==> config.mk <==
export PLATFORM = sky130hd
export DESIGN_NAME = dmi_mode_ctl
export DESIGN_NICKNAME = d
export VERILOG_FILES = /design/src/inc/dmi_pkg.sv /design/src/dmi_sync.sv /design/src/dmi_mode_ctl.sv
export SDC_FILE = /design/constraint.sdc
export NUM_CORES = 1
export LEC_CHECK = 0
export ABC_AREA = 0
export BUFFER_PORTS_ARGS = -buffer_cell sky130_fd_sc_hd__clkbuf_2
export CORE_MARGIN = 2
export CORE_UTILIZATION = 29
export CTS_CLUSTER_SIZE = 14
export DETAILED_ROUTE_END_ITERATION = 7
export PLACE_DENSITY = 0.59
export SETUP_SLACK_MARGIN = 0.15
export SYNTH_ARGS = -nofsm -noshare
export SYNTH_HDL_FRONTEND = slang
export SYNTH_SLANG_ARGS = --single-unit
==> constraint.sdc <==
create_clock -name core_clk_i -period 3.3 [get_ports core_clk_i]
set_clock_uncertainty 0.1 [all_clocks]
set_input_delay 0.33 -clock core_clk_i [delete_from_list [all_inputs] [get_ports core_clk_i]]
set_output_delay 0.33 -clock core_clk_i [all_outputs]
set_load 0.01 [all_outputs]
==> src/inc/dmi_pkg.sv <==
/*
  Shared constants and types for the DDR2 mode-set decoder.
  Assumes a single core clock at 100 MHz that stands for the memory clock crossing.
*/
// How it works
// - Sample inputs on rising true-clock crossing
// - Clock enable gates internal clocking circuitry
// - Mode writes never touch array contents
// - All strobes low, banks zero: mode set
// - Mode rewrite accepted when all banks precharged
// - Burst length from A[2:0], 4 or 8
// - Burst ordering type from A3
// - Column latency from A[6:4]
// - Write recovery from A[11:9]
package dmi_pkg;
  localparam int ADDR_W = 13;
  localparam int BANK_W = 2;
  localparam int NUM_BANKS = 4;
  // Bank select codes that steer a mode-set command
  localparam logic [1:0] BANK_MODE = 2'h0;
  localparam logic [1:0] BANK_EXT1 = 2'h1;
  localparam logic [1:0] BANK_EXT2 = 2'h2;
  localparam logic [1:0] BANK_EXT3 = 2'h3;
  // Field positions in the operating mode register
  localparam int BL_LSB = 0;
  localparam int BT_BIT = 3;
  localparam int CL_LSB = 4;
  localparam int TM_BIT = 7;
  localparam int DLLRST_BIT = 8;
  localparam int WR_LSB = 9;
  // Field positions in extended register one
  localparam int DLLDIS_BIT = 0;
  localparam int CAL_LSB = 7;
  // Burst length codes, calibration codes and the register reset value
  localparam logic [2:0] BL_CODE_4 = 3'h2;
  localparam logic [2:0] BL_CODE_8 = 3'h3;
  localparam logic [2:0] CAL_EXIT = 3'h0;
  localparam logic [2:0] CAL_DEFAULT = 3'h7;
  localparam logic [12:0] MODE_RESET = 13'h0000;
  // Loop lock wait after a loop reset, in memory clocks
  localparam int LOCK_CYCLES = 200;
  // Command pins, all active low
  typedef struct packed {
    logic cs_n;
    logic ras_n;
    logic cas_n;
    logic we_n;
  } dmi_cmd_t;
  typedef struct packed {
    dmi_cmd_t cmd;
    logic [1:0] bank;
    logic [12:0] addr;
    logic clk_en;
    logic on_die_termination;
  } dmi_pins_t;
  // Decoded operating parameters
  typedef struct packed {
    logic [3:0] burst_len;
    logic burst_interleave;
    logic [2:0] cas_lat;
    logic test_mode;
    logic [2:0] write_rec;
  } dmi_mode_t;
  typedef enum logic [3:0] {
    CMD_NOP = 4'h7,
    CMD_MODE = 4'h0,
    CMD_REFRESH = 4'h1,
    CMD_PRECHARGE = 4'h2,
    CMD_ACTIVATE = 4'h3
  } dmi_op_t;
endpackage

==> src/dmi_sync.sv <==
/*
  Two-flop synchroniser for a bus of pins.
  Assumes the inputs are asynchronous to core_clk_i.
*/
`timescale 1ns/1ps
`default_nettype none
module dmi_sync #(
  parameter int W = 1
) (
  input wire logic core_clk_i,
  input wire logic rst_i,
  input wire logic [W-1:0] d_i,
  output logic [W-1:0] q_o
);
  logic [W-1:0] meta_q;
  logic [W-1:0] sync_q;
  // First stage only feeds the second
  always_ff @(posedge core_clk_i or posedge rst_i) begin
    if (rst_i) begin
      meta_q <= '0;
      sync_q <= '0;
    end else begin
      meta_q <= d_i;
      sync_q <= meta_q;
    end
  end
  assign q_o = sync_q;
endmodule // dmi_sync
`default_nettype wire

==> src/dmi_mode_ctl.sv <==
/*
  Device-side command decoder for mode and extended mode writes of a
  four-bank DDR2 memory, plus the settings those writes steer.
  Assumes the controller keeps the power-up order and timing; pins are
  asynchronous and are synchronised before use.
*/
`timescale 1ns/1ps
`default_nettype none
module dmi_mode_ctl #(
  parameter int LOCK_WAIT = dmi_pkg::LOCK_CYCLES
) (
  input wire logic core_clk_i,
  input wire logic rst_i,
  input wire dmi_pkg::dmi_pins_t pins_i,
  output dmi_pkg::dmi_mode_t mode_o,
  output logic [12:0] ext1_o,
  output logic [12:0] ext2_o,
  output logic [12:0] ext3_o,
  output logic clk_run_o,
  output logic odt_on_o,
  output logic loop_on_o,
  output logic loop_locked_o,
  output logic cal_default_o,
  output logic ready_o,
  output logic illegal_o
);
  import dmi_pkg::*;

  localparam int PW = $bits(dmi_pins_t);

  ////////////////////////////////////////////////////////////////////
  // Pin capture: two flops, then one sample per rising crossing
  dmi_pins_t pins_s;
  logic [PW-1:0] pins_raw;
  dmi_sync #(.W(PW)) u_sync (
    .core_clk_i(core_clk_i),
    .rst_i(rst_i),
    .d_i(pins_i),
    .q_o(pins_raw)
  );
  assign pins_s = dmi_pins_t'(pins_raw);

  // Command decode used by several processes
  function automatic logic is_cmd(input dmi_cmd_t c, input dmi_op_t op);
    return {c.cs_n, c.ras_n, c.cas_n, c.we_n} == 4'(op);
  endfunction

  // Burst length code to beats; unsupported codes give zero
  function automatic logic [3:0] bl_beats(input logic [2:0] code);
    unique case (code)
      BL_CODE_4: bl_beats = 4'h4;
      BL_CODE_8: bl_beats = 4'h8;
      default: bl_beats = 4'h0;
    endcase
  endfunction

  ////////////////////////////////////////////////////////////////////
  // Register state
  logic [12:0] mr_q, mr_d;
  logic [12:0] e1_q, e1_d, e2_q, e2_d, e3_q, e3_d;
  logic cke_q, cke_d;
  logic [NUM_BANKS-1:0] open_q, open_d;
  logic [7:0] lock_q, lock_d;
  logic locked_q, locked_d;
  logic ready_q, ready_d;
  logic bad_q, bad_d;
  logic odt_q, odt_d;
  logic lon_q, lon_d;
  logic cdef_q, cdef_d;
  logic cmd_valid;
  logic mode_wr;

  // Clock enable gates every command; deselect is ignored
  assign cmd_valid = cke_q && !pins_s.cmd.cs_n;
  // Mode writes only taken with all banks precharged
  assign mode_wr = cmd_valid && is_cmd(pins_s.cmd, CMD_MODE) && (open_q == '0);

  // Next-state for registers, bank tracking and loop lock
  always_comb begin
    mr_d = mr_q;
    e1_d = e1_q;
    e2_d = e2_q;
    e3_d = e3_q;
    open_d = open_q;
    lock_d = lock_q;
    locked_d = locked_q;
    ready_d = ready_q;
    bad_d = 1'b0;
    cke_d = pins_s.clk_en;
    odt_d = pins_s.on_die_termination && cke_q;
    // Whole register is replaced, never merged
    if (mode_wr) begin
      unique case (pins_s.bank)
        BANK_MODE: mr_d = pins_s.addr;
        BANK_EXT1: e1_d = pins_s.addr;
        BANK_EXT2: e2_d = pins_s.addr;
        BANK_EXT3: e3_d = pins_s.addr;
      endcase
    end
    // Illegal: mode write with a bank open
    if (cmd_valid && is_cmd(pins_s.cmd, CMD_MODE) && (open_q != '0)) begin
      bad_d = 1'b1;
    end
    // Bank open/close tracking; array contents not modelled, never cleared
    if (cmd_valid && is_cmd(pins_s.cmd, CMD_ACTIVATE)) begin
      open_d[pins_s.bank] = 1'b1;
    end
    if (cmd_valid && is_cmd(pins_s.cmd, CMD_PRECHARGE)) begin
      if (pins_s.addr[10]) begin
        open_d = '0;
      end else begin
        open_d[pins_s.bank] = 1'b0;
      end
    end
    // Loop reset restarts the lock count; array untouched
    if (mode_wr && pins_s.bank == BANK_MODE && pins_s.addr[DLLRST_BIT]) begin
      lock_d = 8'(LOCK_WAIT);
      locked_d = 1'b0;
      ready_d = 1'b0;
    end else if (cke_q && lock_q != 8'h00) begin
      lock_d = lock_q - 8'h01;
      locked_d = (lock_q == 8'h01);
    end
    // Calibration exit write marks the device ready
    if (mode_wr && pins_s.bank == BANK_EXT1 && locked_q &&
        pins_s.addr[CAL_LSB+:3] == CAL_EXIT && e1_q[CAL_LSB+:3] == CAL_DEFAULT) begin
      ready_d = 1'b1;
    end
    // Flags taken from the next ext1 value so both outputs leave flops
    lon_d = !e1_d[DLLDIS_BIT];
    cdef_d = (e1_d[CAL_LSB+:3] == CAL_DEFAULT);
  end

  // Registers only
  always_ff @(posedge core_clk_i or posedge rst_i) begin
    if (rst_i) begin
      mr_q <= MODE_RESET;
      e1_q <= MODE_RESET;
      e2_q <= MODE_RESET;
      e3_q <= MODE_RESET;
      cke_q <= 1'b0;
      open_q <= '0;
      lock_q <= 8'h00;
      locked_q <= 1'b0;
      ready_q <= 1'b0;
      bad_q <= 1'b0;
      odt_q <= 1'b0;
      lon_q <= 1'b1;
      cdef_q <= 1'b0;
    end else begin
      mr_q <= mr_d;
      e1_q <= e1_d;
      e2_q <= e2_d;
      e3_q <= e3_d;
      cke_q <= cke_d;
      open_q <= open_d;
      lock_q <= lock_d;
      locked_q <= locked_d;
      ready_q <= ready_d;
      bad_q <= bad_d;
      odt_q <= odt_d;
      lon_q <= lon_d;
      cdef_q <= cdef_d;
    end
  end

  ////////////////////////////////////////////////////////////////////
  // Outputs straight from flops; decoded fields are registered from the next mode value
  dmi_mode_t mode_q;
  always_ff @(posedge core_clk_i or posedge rst_i) begin
    if (rst_i) begin
      mode_q <= '0;
    end else begin
      mode_q.burst_len <= bl_beats(mr_d[BL_LSB+:3]);
      mode_q.burst_interleave <= mr_d[BT_BIT];
      mode_q.cas_lat <= mr_d[CL_LSB+:3];
      mode_q.test_mode <= mr_d[TM_BIT];
      mode_q.write_rec <= mr_d[WR_LSB+:3];
    end
  end

  assign mode_o = mode_q;
  assign ext1_o = e1_q;
  assign ext2_o = e2_q;
  assign ext3_o = e3_q;
  assign clk_run_o = cke_q;
  assign odt_on_o = odt_q;
  assign loop_on_o = lon_q;
  assign loop_locked_o = locked_q;
  assign cal_default_o = cdef_q;
  assign ready_o = ready_q;
  assign illegal_o = bad_q;

  ////////////////////////////////////////////////////////////////////
  // Checks
  mode_capture_a: assert property (@(posedge core_clk_i) disable iff (rst_i)
    mode_wr && pins_s.bank == BANK_MODE |=> mr_q == $past(pins_s.addr))
    else $error("mode register not loaded");
  blocked_write_a: assert property (@(posedge core_clk_i) disable iff (rst_i)
    cmd_valid && is_cmd(pins_s.cmd, CMD_MODE) && open_q != '0 |=> $stable(mr_q) && bad_q)
    else $error("mode write taken with bank open");
  clock_gate_a: assert property (@(posedge core_clk_i) disable iff (rst_i)
    !cke_q |=> $stable(mr_q) && $stable(e1_q))
    else $error("write taken with clock enable low");
  // Decode held against the code constants, not against the decode function
  burst_len_a: assert property (@(posedge core_clk_i) disable iff (rst_i)
    ##1 mode_q.burst_len == ((mr_q[BL_LSB+:3] == BL_CODE_8) ? 4'h8 :
    (mr_q[BL_LSB+:3] == BL_CODE_4) ? 4'h4 : 4'h0))
    else $error("burst length decode wrong");
  field_map_a: assert property (@(posedge core_clk_i) disable iff (rst_i)
    ##1 mode_q.cas_lat == mr_q[CL_LSB+:3] && mode_q.write_rec == mr_q[WR_LSB+:3]
    && mode_q.burst_interleave == mr_q[BT_BIT] && mode_q.test_mode == mr_q[TM_BIT])
    else $error("mode field decode wrong");
  // Three clocks is safe for any lock wait of four or more; lock_done_a pins the end
  lock_wait_a: assert property (@(posedge core_clk_i) disable iff (rst_i)
    mode_wr && pins_s.bank == BANK_MODE && pins_s.addr[DLLRST_BIT] |=> !locked_q[*3])
    else $error("loop locked too early");
  lock_done_a: assert property (@(posedge core_clk_i) disable iff (rst_i)
    $rose(locked_q) |-> $past(lock_q) == 8'h01)
    else $error("loop lock count ended early");
  sample_lag_a: assert property (@(posedge core_clk_i) disable iff (rst_i)
    ##3 cke_q == $past(pins_i.clk_en, 3))
    else $error("clock enable sample lag wrong");
  ready_order_a: assert property (@(posedge core_clk_i) disable iff (rst_i)
    $rose(ready_q) |-> $past(locked_q))
    else $error("ready before loop locked");
  cov_mode_c: cover property (@(posedge core_clk_i) mode_wr && pins_s.bank == BANK_MODE);
  cov_ext1_c: cover property (@(posedge core_clk_i) mode_wr && pins_s.bank == BANK_EXT1);
  cov_ready_c: cover property (@(posedge core_clk_i) $rose(ready_q));
  cov_bad_c: cover property (@(posedge core_clk_i) bad_q);
endmodule // dmi_mode_ctl
`default_nettype wire

==> results of run 1 <==
[per-layer routing]
metal / vias up / wire length (um)
li1: 1136 / -
met2: 72 / 3560
met1: 1231 / 3640
met4: 0 / 145
met3: 10 / 531
met5: - / 0
[cell usage after synthesis (2+ instances only)]
cell,instances,area [um2]
nor2_1,8,30.0
buf_2,2,10.0
inv_1,6,22.5
and3_1,2,12.5
nor3_1,3,15.0
a21oi_1,11,55.1
and2_1,2,12.5
mux2i_1,2,20.0
mux2_2,33,372
nand2_1,6,22.5
ha_1,3,37.5
buf_4,11,82.6
or3_1,2,12.5
mux2_1,7,78.8
nand4_1,2,12.5
xnor2_1,3,26.3
or2_2,3,18.8
a41o_1,2,20.0
nor2b_1,3,18.8
nand3_1,6,30.0
mux2_4,10,150
o41ai_1,2,17.5
dfrtp_1,112,2800
nand2_2,2,12.5
buf_6,2,22.5
[worst max-delay path, stage by stage, from the launching register on]
cell     delay [ps]
dfrtp_1         390
nor4_2          340
and3_1          330
nand3_2         430
mux2_4          440
[path summary, 6_finish.rpt]
kind                                  start            end  depth (start not counted)
setup / recovery                   register      ext3_o[7]                          4
hold / removal             u_sync.meta_q[8]  u_sync.q_o[8]                          0
setup reg to reg                   register      ext3_o[7]                          4
hold reg to reg            u_sync.meta_q[8]  u_sync.q_o[8]                          0
max in group asynchronous             rst_i      ext2_o[1]                          4
min in group asynchronous             rst_i      ext1_o[7]                          3
[power by group through the flow]
stage / Sequential [mW] / Clock, mW / Combinational, mW
floorplan: 1.68 / 0 / 0.261
global placement: 1.68 / 0 / 0.386
detailed placement: 1.70 / 0 / 0.396
CTS: 1.68 / 1.84 / 0.417
global route: 1.70 / 1.91 / 0.468
finish: 1.68 / 1.79 / 0.411
[flip-flops by register name, summed over array words and instances (netlist names), named ones only]
name	count
u_sync.meta_q	21
u_sync.q_o	21
ext1_o	13
ext2_o	13
ext3_o	13
lock_q	8
mr_q	7
mode_o	6
open_q	2
cal_default_o	1
clk_run_o	1
illegal_o	1
loop_locked_o	1
loop_on_o	1
odt_on_o	1
ready_o	1
[cells in the final DEF, fill, tap and decap left out, drive strengths merged, types with 3 or more instances in the layout]
cell type / netlist / layout
a21oi: 11 / 11
buf: 15 / 3
clkbuf: 1 / 103
clkinv: 0 / 3
dfrtp: 112 / 112
dlygate4sd3: 0 / 22
ha: 3 / 3
inv: 6 / 5
mux2: 50 / 50
nand2: 8 / 8
nand3: 7 / 7
nor2: 8 / 8
nor2b: 3 / 3
nor3: 3 / 3
or2: 3 / 3
xnor2: 3 / 3
[stage by stage]
step	cell area, um2	util [%]	std cells	total power [mW]
final	5460	39.3	565	3.87
after global routing	5460	39.3	565	4.07
after CTS	5460	39.3	565	3.93
after detailed placement	4650	33.5	513	2.09
after global placement	4650	33.5	513	2.07
after floorplan	4120	-	268	1.94
[layout make-up]
| type | count | area, um2 |
|---|---|---|
| clock buffers | 25 | 515 |
| clock inverters | 5 | 75.1 |
| fillers | 1320 | 8420 |
| inverters | 6 | 26.3 |
| multi-input cells | 133 | 1140 |
| flip-flops and latches | 113 | 2830 |
| well taps | 180 | 225 |
| repair buffers | 103 | 646 |
[repair_timing]
action                                 CTS  global route
endpoints found under the hold margin   47             0
buffers inserted                         0             0
hold buffers                            22             0
resized for setup                        0             0
[kinds of logic (layout without fill, tap and decap cells)]
kind of cell / after synthesis / after routing / share of synthesized area (%)
fa+ha+maj: 3 / 3 / 0.914
other cells: 1 / 2 / 0.0913
buf+inv: 22 / 139 / 3.44
xor+xnor: 4 / 4 / 0.853
simple gates: 50 / 50 / 7.34
compound gates: 22 / 22 / 3.41
mux: 52 / 52 / 15.1
flops: 113 / 113 / 68.8
==> results.toml, run 1 <==
[detailed_routing]
drt_iter0_drc = 82
via_per_inst = 4.33
wire_per_inst_um = 14.0
drt_wl_total_um = 7880
drt_pass1_iterations = 4
drc = 0
vias = 2449
route.antenna.remaining_nets = 0

[power_and_ir_drop]
p_int_mw = 2.97
netSwitchingFraction_pct = 23.4
clkPwrFrac_pct = 46.1
p_comb_share_pct = 10.6
p_leak_nw = 2.75
ir_drop_v = 0.000349
pwr_density_cell_nw_per_um2 = 709
p_sw_mw = 0.904
p_seq_share_pct = 43.3

[worst_setup_path]
crit_type = "reg -> reg"
r2r_slack_ps = 1130
end_kind = "register"
critPathMaxFanout = 13
critPathArrivalTime_ps = 2350
required_ps = 3490
crit_path_start_kind = "register"

[global_route]
grt_util_met1_pct = 15.2
grt_first_pass_wirelength_um = 12800
grt_util_met3_pct = 4.75
grt_max_degree = 60
overflow = 0
track_usage_pct = 11.6
busiest_layer = "met2"
antenna_found_initial = 0
grt_pass1_vias = 2545
use_met2_pct = 16.2

[clock_tree]
clockBufferDepth = 2
htreeDepth = 4
clockRootBuffer = "clkbuf_16"
cts_buffers = 17
cts_tree = "built"
insertion_delay_ps = 410
cts.reportedPaths.clkPinSlew_ps = 50
clock-sinks = 113

[synth]
synth-edff-count = 0
syn_area_per_cell_um2 = 15.4
ys_seq_area_share_pct = 68.8
ys_seq_elements = 113
synthArstFlopShare_pct = 100
ys_types = 47
ys_warn_count = 0
ys.flop_type = "dfrtp_1"
netlist_area_um2 = 4110
postSynthCellCount = 267

[run_status]
outcome = "finished clean"

[placement]
dpl.hpwl_um = 5200
post-place-ws_ps = 1090
io_buffers = 78
place_congestion = 0.765

[timing]
fmax_mhz = 461
hold_viol = 0
hold-worst-slack_ps = 244
min_period_ps = 2170
drv_slew = 0
worstMarginPinSlew_ps = 680
fin_crit_sh_pct = 65.7
grt_setup_unrepaired = "no"
slew_headroom_pct = 54.3
tns_ps = 0
setup_ws_ps = 1130
setup_viol = 0

[floorplan]
initial_utilization_pct = 29.6
die_h_um = 123
die_w_um = 123
placementRows = 43
die-area_um2 = 15100
core_area_um2 = 13900
ios = 81

[cells_and_area]
syn2layout_area_growth_pct = 32.9
n_antenna_cell = 0
layout.nets = 400
final_layout_size_suffix_gt1_share_pct = 42.6

[worst_hold_path]
hp-class = "reg -> reg"

[flow_run]
maxCapViolCount = 0
No activity file was read; power rests on OpenSTA's default activity.
==> run 2, diff against run 1 <==
Clock period 3.3 ns to 1.95 ns, I/O delays scaled along.
==> results.toml, run 2 (synthesized netlist as in run 1, its figures left out) <==
[floorplan]
ios = 81
core_area_um2 = 13900
die-area_um2 = 15100
die_w_um = 123
placementRows = 43
die_h_um = 123
initial_utilization_pct = 29.6

[worst_setup_path]
max_stage_delay_ps = 380
crit_type = "reg -> reg"
reg2reg_to = "ext1_o[9]"
path_delay_family = "simple AND/OR/NAND/NOR gates"
crit_path_start_kind = "register"
critPathArrivalTime_ps = 2020
critPathBufInv = 2
path_cells = "nor4_2, and3_4, buf_12, nand2_8, clkbuf_16, mux2_4"
r2r_cells = 6
r2r_slack_ps = 110
end_kind = "register"
slowest_stage = "dfrtp_1"
required_ps = 2130
critPathMaxFanout = 5

[clock_tree]
clock-sinks = 113
cts_tree = "built"
cts.reportedPaths.clkPinSlew_ps = 50
clockRootBuffer = "clkbuf_16"
clockBufferDepth = 2
insertion_delay_ps = 410
htreeDepth = 4
cts_buffers = 17

[timing]
tns_ps = 0
fin_crit_sh_pct = 94.3
grt_setup_unrepaired = "yes"
fmax_mhz = 544
hold_viol = 0
min_period_ps = 1840
drv_slew = 0
setup_ws_ps = 112
worstMarginPinSlew_ps = 626
slew_headroom_pct = 58.3
setup_viol = 0

[cells_and_area]
n_antenna_cell = 0
final_cell_count_no_fill = 582
layout.nets = 418
final_common_cell = "dfrtp_1"
syn2layout_area_growth_pct = 38.5
final_cell_mix = "dfrtp_1 (112), clkbuf_2 (78), mux2_2 (33), dlygate4sd3_1 (22), clkbuf_16 (19)"
filler_cell_count = 1302
final_layout_size_suffix_gt1_share_pct = 48.0
fin_util_pct = 41.0

[global_route]
overflow = 0
grt_max_degree = 114
grt_util_met3_pct = 4.98
busiest_layer = "met2"
track_usage_pct = 12.2
antenna_found_initial = 0
grt_util_met1_pct = 15.5
grt_pass1_vias = 2668
grt_first_pass_wirelength_um = 13500
use_met2_pct = 17.9

[power_and_ir_drop]
ir_drop_v = 0.000633
p_comb_share_pct = 13.2
p_seq_share_pct = 44.7
clkPwrFrac_pct = 42.1
pwr_density_cell_nw_per_um2 = 1110
p_int_mw = 4.71
p_leak_nw = 2.87
netSwitchingFraction_pct = 25.4
p_sw_mw = 1.60

[placement]
dpl.hpwl_um = 5280
placed_cells = 522
place_congestion = 0.827
io_buffers = 78
post-place-ws_ps = 35.7

[detailed_routing]
route.antenna.remaining_nets = 0
vias = 2557
drt_wl_total_um = 8560
via_per_inst = 4.39
wire_per_inst_um = 14.7
drt_pass1_iterations = 4
drc = 0
drt_iter0_drc = 149

[worst_hold_path]
hold_start = "u_sync.meta_q[7]"
hold_end = "u_sync.q_o[7]"
hold_depth = 0
hp-class = "reg -> reg"

[run_status]
outcome = "finished clean"

[flow_run]
maxCapViolCount = 0
## run 2: area by class of cell
class                   instances  area [um2]  share of cell area, %
multi-input cells             133        1230                   21.7
inverters                       6        26.3                  0.462
well taps                     180         225                   3.96
clock inverters                 7        37.5                  0.660
clock buffers                  22         474                   8.34
repair buffers                121         862                   15.2
flip-flops and latches        113        2830                   49.7
## run 2: worst max path at each step
stage,start,endpoint,slack (ps),cells past startpoint
after floorplan,lock_q[0],lock_q[5],160,6
after global placement,lock_q[1],lock_q[5],100,6
after detailed placement,lock_q[1],lock_q[5],40,6
after CTS,lock_q[2],lock_q[6],140,4
after global routing,register,ext1_o[8],50,6
final,register,ext1_o[9],110,6
## run 2: through the flow
step / area [um2] / hold slack, ps / power [mW]
detailed placement: 4740 / 205 / 3.59
finish: 5690 / 243 / 6.32
CTS: 5510 / 243 / 6.36
floorplan: 4120 / 126 / 3.29
global placement: 4740 / 205 / 3.55
global route: 5690 / 249 / 6.67
## run 2: what timing repair did
| action | CTS | global route |
|---|---|---|
| hold endpoints to repair | 133 | 0 |
| hold buffers | 22 | 0 |
| gates resized for setup | 6 | 17 |
| pin swaps | 0 | 2 |
| setup buffers | 1 | 5 |
| gates cloned | 1 | 2 |
| endpoints found under the setup margin | 38 | 51 |
## run 2: power by group through the flow
stage | combinational, mW | clock (mW) | sequential [mW]
6_report | 0.831 | 2.66 | 2.82
3_5_place_dp | 0.747 | 0 | 2.84
2_1_floorplan | 0.441 | 0 | 2.85
5_1_grt | 0.930 | 2.88 | 2.86
4_1_cts | 0.806 | 2.74 | 2.81
3_3_place_gp | 0.722 | 0 | 2.82
## run 2: worst reg2reg max path: stages (launching register included)
cell,delay [ps]
dfrtp_1,380
nor4_2,310
and3_4,280
buf_12,120
nand2_8,60
clkbuf_16,180
mux2_4,290
## run 2: per-layer routing
layer,wire (um),vias to the layer above,part of all wire (%)
li1,-,1181,-
met1,3960,1296,46
met2,3980,72,46
met3,532,8,6.2
met4,91,0,1.1
met5,0,-,0
==> run 3, diff against run 2 <==
Settings changed: SYNTH_HIERARCHICAL from default to 1.
==> results.toml, run 3 <==
[cells_and_area]
final_cell_mix = "dfrtp_1 (112), clkbuf_2 (78), mux2_2 (43), dlygate4sd3_1 (22), buf_4 (20)"
syn2layout_area_growth_pct = 47.3
n_antenna_cell = 0
layout.nets = 425
final_common_cell = "dfrtp_1"
final_layout_size_suffix_gt1_share_pct = 55.0
filler_cell_count = 1265

[global_route]
grt_pass1_vias = 2713
antenna_found_initial = 0
grt_max_degree = 72
track_usage_pct = 13.0
grt_first_pass_wirelength_um = 14200
overflow = 0

[synth]
ys_warn_count = 6
synth_top_area_cell = "dfrtp_1"
postSynthCellCount = 263
netlist_area_um2 = 4040
ys_top_cells_by_count = "dfrtp_1 (112), mux2_2 (44), buf_4 (10)"
yosysMostFrequentCell = "dfrtp_1"
syn_area_per_cell_um2 = 15.4
synth_top_area_share_pct = 69.4
ys_types = 41
synthTopCellsByArea = "dfrtp_1 (69%), mux2_2 (12%), mux2_1 (2.0%), buf_4 (1.9%), a21oi_1 (1.1%)"
ys_seq_elements = 113
ys.flop_type = "dfrtp_1"
ys_seq_area_share_pct = 70.0
synth-edff-count = 0
synthArstFlopShare_pct = 100

[timing]
fin_crit_sh_pct = 97.2
tns_ps = 0
setup_viol = 0
hold-worst-slack_ps = 243
slew_headroom_pct = 65.2
fmax_mhz = 528
grt_setup_unrepaired = "yes"
min_period_ps = 1900
drv_slew = 0
worstMarginPinSlew_ps = 521
hold_viol = 0

[floorplan]
placementRows = 43
die-area_um2 = 14900
ios = 81
core_area_um2 = 13700
initial_utilization_pct = 29.4
die_h_um = 122
die_w_um = 122

[clock_tree]
cts.reportedPaths.clkPinSlew_ps = 50
clockBufferDepth = 2
clockRootBuffer = "clkbuf_16"
htreeDepth = 4
cts_tree = "built"
clock-sinks = 113
insertion_delay_ps = 400
cts_buffers = 17

[detailed_routing]
wl_met2_um = 4760
via_per_inst = 4.39
drt_iter0_drc = 58
drt_wl_total_um = 9240
drc = 0
drt_pass1_iterations = 4
wl_met1_um = 3950
wl_met3_um = 345
highest-signal-layer = "met4"
wire_per_inst_um = 15.6
vias = 2593
route.antenna.remaining_nets = 0

[placement]
place_congestion = 0.786
io_buffers = 78
dpl.hpwl_um = 5540

[worst_hold_path]
hold_depth = 0
hp-class = "reg -> reg"

[worst_setup_path]
path_cells = "nor4_4, and3_4, buf_8, nand2_8, buf_12, mux2_4"
max_stage_delay_ps = 420
path_delay_family = "simple AND/OR/NAND/NOR gates"
slowest_stage = "dfrtp_1"
critPathArrivalTime_ps = 2070
r2r_cells = 6
critPathMaxFanout = 8
required_ps = 2130
crit_type = "reg -> reg"
end_kind = "register"
critPathBufInv = 2
worst-path-stages = 6
crit_path_start_kind = "register"

[power_and_ir_drop]
pwr_density_cell_nw_per_um2 = 1170
ir_drop_v = 0.000607
p_leak_nw = 2.96

[flow_run]
maxCapViolCount = 0

[run_status]
outcome = "finished clean"
## run 3: path summary, 6_finish.rpt
check	startpoint	endpoint	slack, ps
min reg2reg	u_sync/meta_q[12]	u_sync/q_o[12]	240
min in group asynchronous	rst_i	u_sync/q_o[7]	290
max in group asynchronous	rst_i	u_sync/q_o[6]	970
min	u_sync/meta_q[12]	u_sync/q_o[12]	240
max reg2reg	open_q[2]	ext1_o[2]	50
max	open_q[2]	ext1_o[2]	50
## run 3: worst register-to-register path: stages, from the launching register on
cell and delay (ps):
dfrtp_1 420, nor4_4 330, and3_4 260, buf_8 140, nand2_8 70, buf_12 170, mux2_4 290
## run 3: cell type report
type                            instances  area [um2]  area share (%)
Inverter                                8        33.8           0.568
Timing Repair Buffer                  133        1000            16.8
Clock buffer                           20         457            7.67
Multi-Input combinational cell        126        1270            21.3
Tap cell                              180         225            3.78
Clock inverter                         11         138            2.31
Sequential cell                       113        2830            47.5
## run 3: power breakdown
| part | switching [mW] | internal (mW) | leakage [nW] |
|---|---|---|---|
| sequential | 0.192 | 2.61 | 1.44 |
| combinational | 0.502 | 0.608 | 1.23 |
| clock | 1.00 | 2.05 | 0.287 |
## run 3: through the flow
| step | cells | setup WS, ps | total power [mW] | util (%) | instance area [um2] |
|---|---|---|---|---|---|
| 2_1_floorplan | 264 | -23.3 | 3.29 | - | 4090 |
| 5_1_grt | 591 | 16.9 | 7.32 | 43.4 | 5950 |
| 3_3_place_gp | 519 | 75.5 | 3.55 | 34.5 | 4740 |
| 3_5_place_dp | 519 | 54.7 | 3.59 | 34.5 | 4740 |
| 4_1_cts | 583 | 61.9 | 6.90 | 41.9 | 5750 |
| 6_report | 591 | 54.5 | 6.96 | 43.4 | 5950 |
## run 3: what timing repair did
item	4_1_cts	5_1_grt
gates cloned	3	1
hold buffers	22	0
setup buffers	8	7
endpoints found under the hold margin	107	0
resized for setup	19	27
setup endpoints to repair	46	59
pin swaps	8	11
## run 3: metal layers
layer | global-route usage, % | up-vias
li1 | - | 1187
met1 | 15.6 | 1333
met2 | 21.5 | 61
met3 | 4.35 | 12
met4 | 5.10 | 0
met5 | 0 | -
## run 3: logic make-up after synthesis
| kind of cell | count (synthesis) | share of synthesized area (%) |
|---|---|---|
| flip-flops | 113 | 70.0 |
| multiplexers | 53 | 14.7 |
| AND/OR/NAND/NOR | 44 | 6.63 |
| buffers and inverters | 25 | 3.41 |
| AO/OA/AOI/OAI | 22 | 3.78 |
| adder cells (fa/ha/maj) | 3 | 0.929 |
| XOR/XNOR | 2 | 0.434 |
| other | 1 | 0.0928 |
